File: config.mk
export PLATFORM = sky130hd
export DESIGN_NAME = adc_result_calibration
export DESIGN_NICKNAME = d
export VERILOG_FILES = /design/src/calib_pkg.sv /design/src/calib_delay_line.sv /design/src/adc_result_calibration.sv
export SDC_FILE = /design/constraint.sdc
export NUM_CORES = 1
export LEC_CHECK = 0
export BUFFER_PORTS_ARGS = -buffer_cell sky130_fd_sc_hd__buf_4
export CORE_ASPECT_RATIO = 0.6
export CORE_MARGIN = 2
export CORE_UTILIZATION = 58
export CTS_CLUSTER_DIAMETER = 120
export CTS_CLUSTER_SIZE = 8
export DETAILED_ROUTE_END_ITERATION = 10
export PLACE_DENSITY_LB_ADDON = 0.15
export SYNTH_ARGS = -nofsm -noshare
export SYNTH_HDL_FRONTEND = slang
export SYNTH_SLANG_ARGS = --single-unit
File: constraint.sdc
create_clock -name CLK -period 6.4 [get_ports CLK]
set_input_delay 0.32 -clock CLK [delete_from_list [all_inputs] [get_ports CLK]]
set_output_delay 0.32 -clock CLK [all_outputs]
set_load 0.05 [all_outputs]
File: src/calib_pkg.sv
// calib_pkg: constants shared by the result correction stage
// assumes a 12-bit converter result and a single system clock
package calib_pkg;
    localparam int          RES_W          = 12;
    localparam int          GAIN_W         = 16;
    localparam int          GAIN_FRAC      = 12;
    localparam int          OFFS_W         = 16;
    localparam int          EXTRA_LATENCY  = 14;
    localparam int          LAT_W          = 4;
    localparam int          CAP_SEL_W      = 3;
    localparam int          FLASH_ADDR_W   = 8;
    localparam int          FLASH_DATA_W   = 16;
    localparam logic [7:0]  GAIN_ADDR      = 8'h00;
    localparam logic [7:0]  OFFS_ADDR      = 8'h01;
    localparam logic [15:0] GAIN_RESET     = 16'h1000;
    localparam logic [15:0] OFFS_RESET     = 16'h0000;
    localparam logic [11:0] RES_MAX        = 12'hFFF;
    localparam logic [11:0] RES_MIN        = 12'h000;
    // start-up hold-off per capacitor selection, in microseconds; selection 0 is the sim-only 0 uF
    localparam int          CLK_MHZ        = 250;
    localparam int          SIM_DELAY_CYC  = 16;
    localparam int          DELAY_W        = 24;
    localparam int          CAP_DELAY_US [8] = '{0, 1000, 2000, 4000, 8000, 16000, 32000, 50000};
    typedef enum logic [1:0] {FETCH_GAIN, WAIT_GAIN, WAIT_OFFS, RUN} fetch_t;
endpackage

File: src/calib_delay_line.sv
// calib_delay_line: fixed-length shift register for data and a strobe
// assumes a common clock, active-low asynchronous reset and clock enable
`timescale 1ns/100ps
module calib_delay_line #(
    parameter int W     = 12,
    parameter int DEPTH = 14
) (
    input  wire logic         clk,
    input  wire logic         rst_n,
    input  wire logic         ce,
    input  wire logic [W-1:0] din,
    input  wire logic         vin,
    output logic      [W-1:0] dout,
    output logic              vout
);
    logic [W-1:0] data_r  [DEPTH];
    logic [DEPTH-1:0] val_r;

    always_ff @(posedge clk or negedge rst_n) begin
        if (!rst_n) begin
            for (int i = 0; i < DEPTH; i++) data_r[i] <= '0;
        end else if (ce) begin
            data_r[0] <= din;
            for (int i = 1; i < DEPTH; i++) data_r[i] <= data_r[i-1];
        end
    end

    always_ff @(posedge clk or negedge rst_n) begin
        if (!rst_n) begin
            val_r <= '0;
        end else if (ce) begin
            val_r <= {val_r[DEPTH-2:0], vin};
        end
    end

    assign dout = data_r[DEPTH-1];
    assign vout = val_r[DEPTH-1];
endmodule // calib_delay_line

File: src/adc_result_calibration.sv
// adc_result_calibration: gain/offset correction of converter results
// assumes flash answers a read one cycle after FLASH_RD, converter results are synchronous
// assumes CALIB_EN is changed only while no conversion is in flight
`timescale 1ns/100ps
module adc_result_calibration
    import calib_pkg::*;
(
    // clock, reset, enable
    input  wire logic                    CLK,
    input  wire logic                    RST_N,
    input  wire logic                    CE,
    // configuration
    input  wire logic                    CALIB_EN,
    input  wire logic                    SAT_BYPASS,
    input  wire logic [CAP_SEL_W-1:0]    CAP_SEL,
    // converter side
    input  wire logic [RES_W-1:0]        ADC_RESULT,
    input  wire logic                    ADC_VALID,
    input  wire logic                    ADC_BUSY,
    // flash read port
    output logic                         FLASH_RD,
    output logic      [FLASH_ADDR_W-1:0] FLASH_ADDR,
    input  wire logic [FLASH_DATA_W-1:0] FLASH_DATA,
    // downstream
    output logic      [RES_W-1:0]        CONVERSION_RESULT,
    output logic                         RESULT_VALID,
    output logic                         BUSY,
    output logic                         SAMPLE_ENABLE,
    output logic                         COEF_READY
);
    ////////////////////////////////////////////////////////////////////////
    fetch_t                  fetch_r;
    logic [GAIN_W-1:0]       gain_r;
    logic [OFFS_W-1:0]       offs_r;
    logic [DELAY_W-1:0]      hold_r;
    logic                    hold_done_r;
    logic [RES_W-1:0]        corr_r;
    logic                    cvalid_r;
    logic [RES_W-1:0]        line_d;
    logic                    line_v;
    logic [RES_W-1:0]        raw_out_r;
    logic                    raw_v_r;
    logic [LAT_W:0]          inflight_r;

    // hold-off length per selection; the zero selection is for simulation only
    function automatic logic [DELAY_W-1:0] hold_len(input logic [CAP_SEL_W-1:0] sel);
        if (sel == '0)
            return DELAY_W'(SIM_DELAY_CYC);
        return DELAY_W'(CAP_DELAY_US[sel] * CLK_MHZ);
    endfunction

    ////////////////////////////////////////////////////////////////////////
    // start-up hold-off; capacitor selection is sampled only while counting
    logic [DELAY_W-1:0] hold_limit;
    assign hold_limit = hold_len(CAP_SEL) - DELAY_W'(1);

    always_ff @(posedge CLK or negedge RST_N) begin
        if (!RST_N) begin
            hold_r      <= '0;
            hold_done_r <= 1'b0;
        end else if (CE && !hold_done_r) begin
            if (hold_r >= hold_limit)
                hold_done_r <= 1'b1;
            else
                hold_r <= hold_r + DELAY_W'(1);
        end
    end

    assign SAMPLE_ENABLE = hold_done_r;

    ////////////////////////////////////////////////////////////////////////
    // coefficient fetch; identity coefficients until flash has answered
    // the fetch runs once per reset, so new flash words need a reset to take effect
    always_ff @(posedge CLK or negedge RST_N) begin
        if (!RST_N) begin
            fetch_r <= FETCH_GAIN;
            gain_r  <= GAIN_RESET;
            offs_r  <= OFFS_RESET;
        end else if (CE) begin
            unique case (fetch_r)
                FETCH_GAIN: fetch_r <= WAIT_GAIN;
                WAIT_GAIN: begin
                    gain_r  <= FLASH_DATA;
                    fetch_r <= WAIT_OFFS;
                end
                WAIT_OFFS: begin
                    offs_r  <= FLASH_DATA;
                    fetch_r <= RUN;
                end
                RUN: fetch_r <= RUN;
            endcase
        end
    end

    assign FLASH_RD   = (fetch_r == FETCH_GAIN) || (fetch_r == WAIT_GAIN);
    assign FLASH_ADDR = (fetch_r == FETCH_GAIN) ? GAIN_ADDR : OFFS_ADDR;
    assign COEF_READY = (fetch_r == RUN);

    ////////////////////////////////////////////////////////////////////////
    // correction, one cycle; the delay line adds the rest of the latency
    // two spare top bits keep the product positive for any gain word
    logic signed [GAIN_W+RES_W+1:0] prod;
    logic signed [GAIN_W+RES_W+1:0] sum;
    logic                           raw_sat;
    logic                           calib_take;
    logic [RES_W-1:0]               corr_nxt;

    assign calib_take = ADC_VALID && CALIB_EN;
    assign raw_sat    = (ADC_RESULT == RES_MAX) || (ADC_RESULT == RES_MIN);

    // clamping keeps a large offset from wrapping a result around the code range
    always_comb begin
        prod     = $signed({2'b00, gain_r}) * $signed({2'b00, ADC_RESULT});
        sum      = (prod >>> GAIN_FRAC)
                 + (GAIN_W+RES_W+2)'($signed(offs_r));
        corr_nxt = sum[RES_W-1:0];
        if (SAT_BYPASS && raw_sat)
            corr_nxt = ADC_RESULT;
        else if (sum < 0)
            corr_nxt = RES_MIN;
        else if (sum > $signed({{(GAIN_W+2){1'b0}}, RES_MAX}))
            corr_nxt = RES_MAX;
    end

    always_ff @(posedge CLK or negedge RST_N) begin
        if (!RST_N) begin
            corr_r <= '0;
        end else if (CE) begin
            corr_r <= corr_nxt;
        end
    end

    always_ff @(posedge CLK or negedge RST_N) begin
        if (!RST_N) begin
            cvalid_r <= 1'b0;
        end else if (CE) begin
            cvalid_r <= calib_take;
        end
    end

    // the raw path has one register too, so all fourteen extra stages live here
    calib_delay_line #(
        .W     (RES_W),
        .DEPTH (EXTRA_LATENCY)
    ) u_delay (
        .clk   (CLK),
        .rst_n (RST_N),
        .ce    (CE),
        .din   (corr_r),
        .vin   (cvalid_r),
        .dout  (line_d),
        .vout  (line_v)
    );

    ////////////////////////////////////////////////////////////////////////
    // uncorrected path, registered so the base latency is one cycle
    logic raw_take;
    assign raw_take = ADC_VALID && !CALIB_EN;

    always_ff @(posedge CLK or negedge RST_N) begin
        if (!RST_N) begin
            raw_out_r <= '0;
            raw_v_r   <= 1'b0;
        end else if (CE) begin
            raw_v_r <= raw_take;
            if (raw_take)
                raw_out_r <= ADC_RESULT;
        end
    end

    // corrected results inside the pipe keep busy high after the converter finishes; raw results do not
    // five bits cover a full pipe of back-to-back results
    always_ff @(posedge CLK or negedge RST_N) begin
        if (!RST_N) begin
            inflight_r <= '0;
        end else if (CE) begin
            if (calib_take && !line_v)
                inflight_r <= inflight_r + (LAT_W+1)'(1);
            else if (!calib_take && line_v && inflight_r != '0)
                inflight_r <= inflight_r - (LAT_W+1)'(1);
        end
    end

    // toggling CALIB_EN mid-stream may drop results in flight; change it only when idle
    logic [RES_W-1:0] out_r;
    always_ff @(posedge CLK or negedge RST_N) begin
        if (!RST_N) begin
            out_r <= '0;
        end else if (CE) begin
            if (line_v)
                out_r <= line_d;
            else if (raw_v_r)
                out_r <= raw_out_r;
        end
    end

    // strobe is gated by CE so a frozen pipe never shows one result twice
    logic valid_r;
    always_ff @(posedge CLK or negedge RST_N) begin
        if (!RST_N)
            valid_r <= 1'b0;
        else if (CE)
            valid_r <= line_v || raw_v_r;
    end

    assign CONVERSION_RESULT = out_r;
    assign RESULT_VALID      = valid_r && CE;
    assign BUSY              = ADC_BUSY || (CALIB_EN && inflight_r != '0);
endmodule // adc_result_calibration

==> impl_metrics.json <==
{
  "status": "finished with violations",
  "violations": "negative setup slack",
  "synth-simple-area-share_pct": 9.931,
  "synth_compound_area_share_pct": 6.143,
  "dominantRegCellSynth": "dfrtp_1",
  "synth_xor_area_share_pct": 3.630,
  "dpl_cell_area_mm2": 0.02283,
  "grt_usage_pct": 26.81,
  "synthArstFlopShare_pct": 100.0,
  "relSlewSlack_pct": 27.56,
  "grt.overflow.total": 0,
  "portBuffers": 55,
  "ys_ff_latch": 285,
  "setup_tns_ns": -7.039,
  "num_vias": 14132,
  "synth.distinct_cells": 63,
  "final.setup.worst_slack_ns": -0.5977,
  "wl_um": 47690,
  "syn_to_final_growth_pct": 19.65,
  "core_area_mm2": 0.03495,
  "synthAdderAreaFrac_pct": 26.29,
  "final_hold_viol_count": 0,
  "cts_root_buf": "clkbuf_16",
  "path_class": "flip-flop to flip-flop",
  "leakagePower_nw": 11.86,
  "cts.sinks": 285,
  "cts_made_buffers": 41,
  "max_freq_mhz": 142.9,
  "min_period_ns": 6.998,
  "skew_ns": 0.01891,
  "critPathMaxFanout": 8,
  "dieArea_mm2": 0.03693,
  "first_global_vias": 14751,
  "clkLatencyLatePin_ns": 0.54,
  "setup_viol_count_final": 12,
  "antenna_left": 0,
  "finalInstanceArea_mm2": 0.02454,
  "maxCapViolations": 0,
  "rsz0062_at_grt": "true",
  "rows": 53,
  "clk_pin_slew_ns": 0.06,
  "clock_path_buffers": 3,
  "cp-start-kind": "flip-flop",
  "grt_max_degree": 156,
  "syn_avg_cell_area_um2": 10.94,
  "antenna_found_initial": 1,
  "layout-drive-gt1-share_pct": 30.41,
  "finalCritPeriodShare_pct": 109.3,
  "peakVddDrop_mv": 0.3596,
  "final_nets": 2458,
  "tightest_slew_ns": 1.083,
  "synthMuxAreaShare_pct": 13.26,
  "grt_pass1_wl_um": 77870,
  "synth_top_area_share_pct": 34.65,
  "synth_top_family_by_area": "adder cells",
  "drtIter0Drc": 981,
  "arrival_ns": 7.46,
  "dieWidth_um": 246.8,
  "yosysWarnings": 0,
  "yosysTopAreaCell": "dfrtp_1",
  "synth_edf_count": 0,
  "end_kind": "flip-flop",
  "cts_tree": "done",
  "start_util_pct": 58.69,
  "routabilityCongestion": 0.9051,
  "die_h_um": 149.7,
  "htreeDepth": 2,
  "drt-vias-per-instance": 5.507,
  "dp_hpwl_um": 35950,
  "synth_area_leaders": "dfrtp_1 35%, fa_1 17%, mux2_2 13%",
  "yosysSeqAreaShare_pct": 34.78,
  "wl_per_cell_um": 18.59,
  "io_pins": 63,
  "drc": 0,
  "synth_area_mm2": 0.02051,
  "drtPass1Iterations": 7,
  "postSynthCellCount": 1874,
  "drv_slew": 0,
  "required_ns": 6.87,
  "min_path_type": "primary input to flip-flop",
  "power_density_mw_per_mm2": 288.7,
  "dp_slack_ns": -0.7675
}
## where the power goes
part	switching (W)	total [W]	internal, W
Sequential	0.000399	0.00282	0.00242
Combinational	0.00113	0.00232	0.00119
Clock	0.000780	0.00195	0.00117
## synthesized netlist by cell type, drive strengths merged, types with 19 or more instances
cell type and number:
dfrtp 284, inv 230, mux2 229, nand2 201, fa 170, ha 159
clkbuf 73, and2 69, xnor2 60, o21ai 58, nor2 49, a21oi 39
xor2 25, a21o 21, nand3 21, nand4 19
## repair_timing
action | in CTS | in global routing
setup buffers | 10 | 14
hold buffers | 1 | 0
gates cloned | 0 | 1
endpoints found under the setup margin | 12 | 36
hold endpoints to repair | 62 | 0
gates resized for setup | 21 | 65
pin swaps | 9 | 60
## critical path, stage by stage, from the launching register on
cell and delay, ns:
dfrtp_2 0.48, buf_4 0.16, and2_1 0.19, fa_2 0.56, fa_1 0.43, fa_1 0.46, fa_1 0.50, inv_1 0.07
fa_1 0.53, inv_1 0.06, ha_4 0.27, o21ai_1 0.08, a21oi_2 0.19, nand3_2 0.13, buf_6 0.16, o21ai_4 0.22
a2111oi_4 0.12, o31ai_2 0.34, a21oi_2 0.13, xnor2_2 0.17, ha_1 0.35, or4_1 0.48, o311a_1 0.30, nand4_1 0.11
buf_6 0.13, clkbuf_16 0.14, o221a_4 0.16
## state kept, by name, summed over array words and instances, names as in the netlist
register / flops
CONVERSION_RESULT: 12
SAMPLE_ENABLE: 1
corr_r: 12
cvalid_r: 1
fetch_r: 2
gain_r: 16
hold_r: 24
inflight_r: 5
offs_r: 16
raw_out_r: 12
raw_v_r: 1
u_delay.data_r: 156
u_delay.dout: 12
u_delay.val_r: 14
valid_r: 1
## cell usage in the layout (no fill, tap or decap), types with 6 or more instances in the layout
| cell type | synthesis | final |
|---|---|---|
| dfrtp_1 | 284 | 273 |
| mux2_2 | 229 | 229 |
| buf_4 | 7 | 229 |
| inv_1 | 229 | 225 |
| nand2_1 | 201 | 194 |
| fa_1 | 170 | 159 |
| ha_1 | 159 | 151 |
| and2_1 | 69 | 66 |
| xnor2_1 | 60 | 59 |
| o21ai_0 | 56 | 46 |
| clkbuf_16 | 0 | 43 |
| nor2_1 | 47 | 42 |
| a21oi_1 | 39 | 31 |
| xor2_1 | 25 | 25 |
| a21o_1 | 21 | 21 |
| nand3_1 | 21 | 20 |
| nand4_1 | 19 | 19 |
| nor3_1 | 16 | 15 |
| mux2i_1 | 14 | 14 |
| buf_12 | 0 | 13 |
| o221a_4 | 0 | 12 |
| fa_2 | 0 | 11 |
| dfrtp_2 | 0 | 11 |
| nor4_1 | 8 | 8 |
| nor2b_1 | 9 | 7 |
| a21oi_2 | 0 | 7 |
| nor2_2 | 2 | 7 |
| and3_1 | 7 | 7 |
| conb_1 | 1 | 7 |
| buf_6 | 0 | 7 |
| o21ai_1 | 2 | 6 |
| nand2b_1 | 6 | 6 |
| ha_4 | 0 | 6 |
## logic make-up (layout without fill, tap and decap cells)
kind of cell             after synthesis  in the layout
AND/OR/NAND/NOR                      426            426
adder cells (fa/ha/maj)              329            329
buffers and inverters                317            535
flip-flops                           285            285
multiplexers                         243            243
AO/OA/AOI/OAI                        188            188
XOR/XNOR                              85             85
other                                  1              8
## worst paths after layout
check | slack, ns | cells after the start | to | startpoint
worst max register to register | -0.60 | 26 | corr_r[8] | gain_r[5]
worst min-delay path | 0.03 | 2 | offs_r[14] | FLASH_DATA[14]
min in group asynchronous | 0.31 | 2 | gain_r[10] | RST_N
worst min register to register | 0.48 | 1 | hold_r[23] | hold_r[23]
worst max-delay path | -0.60 | 26 | corr_r[8] | gain_r[5]
max in group asynchronous | 4.55 | 3 | u_delay.data_r[61] | RST_N
## per-layer routing
layer | wire [um] | global-route usage (%)
met3 | 3199 | 5.703
met1 | 23930 | 42.01
met5 | 0 | 0
met4 | 689 | 5.120
met2 | 19870 | 38.47
## cell type report
type | instances | area, um2
antenna | 1 | 2.502
clock buffer | 47 | 1070
clock inverter | 3 | 43.79
fill | 2564 | 10410
inverter | 230 | 863.3
multi-input combinational | 1278 | 12700
sequential | 285 | 7147
tap | 467 | 584.3
timing repair buffer | 255 | 2135
## through the flow
stage,cells,hold slack (ns),total power [W],utilization [%]
after floorplan,1880,0.02441,0.004358,-
after global placement,2489,0.2877,0.004984,65.33
after detailed placement,2489,0.3006,0.005096,65.33
after CTS,2550,0.009221,0.007099,69.11
after global routing,2566,0.01415,0.007537,70.22
final,2566,0.02751,0.007084,70.22
(Power assumes the default switching activity.)
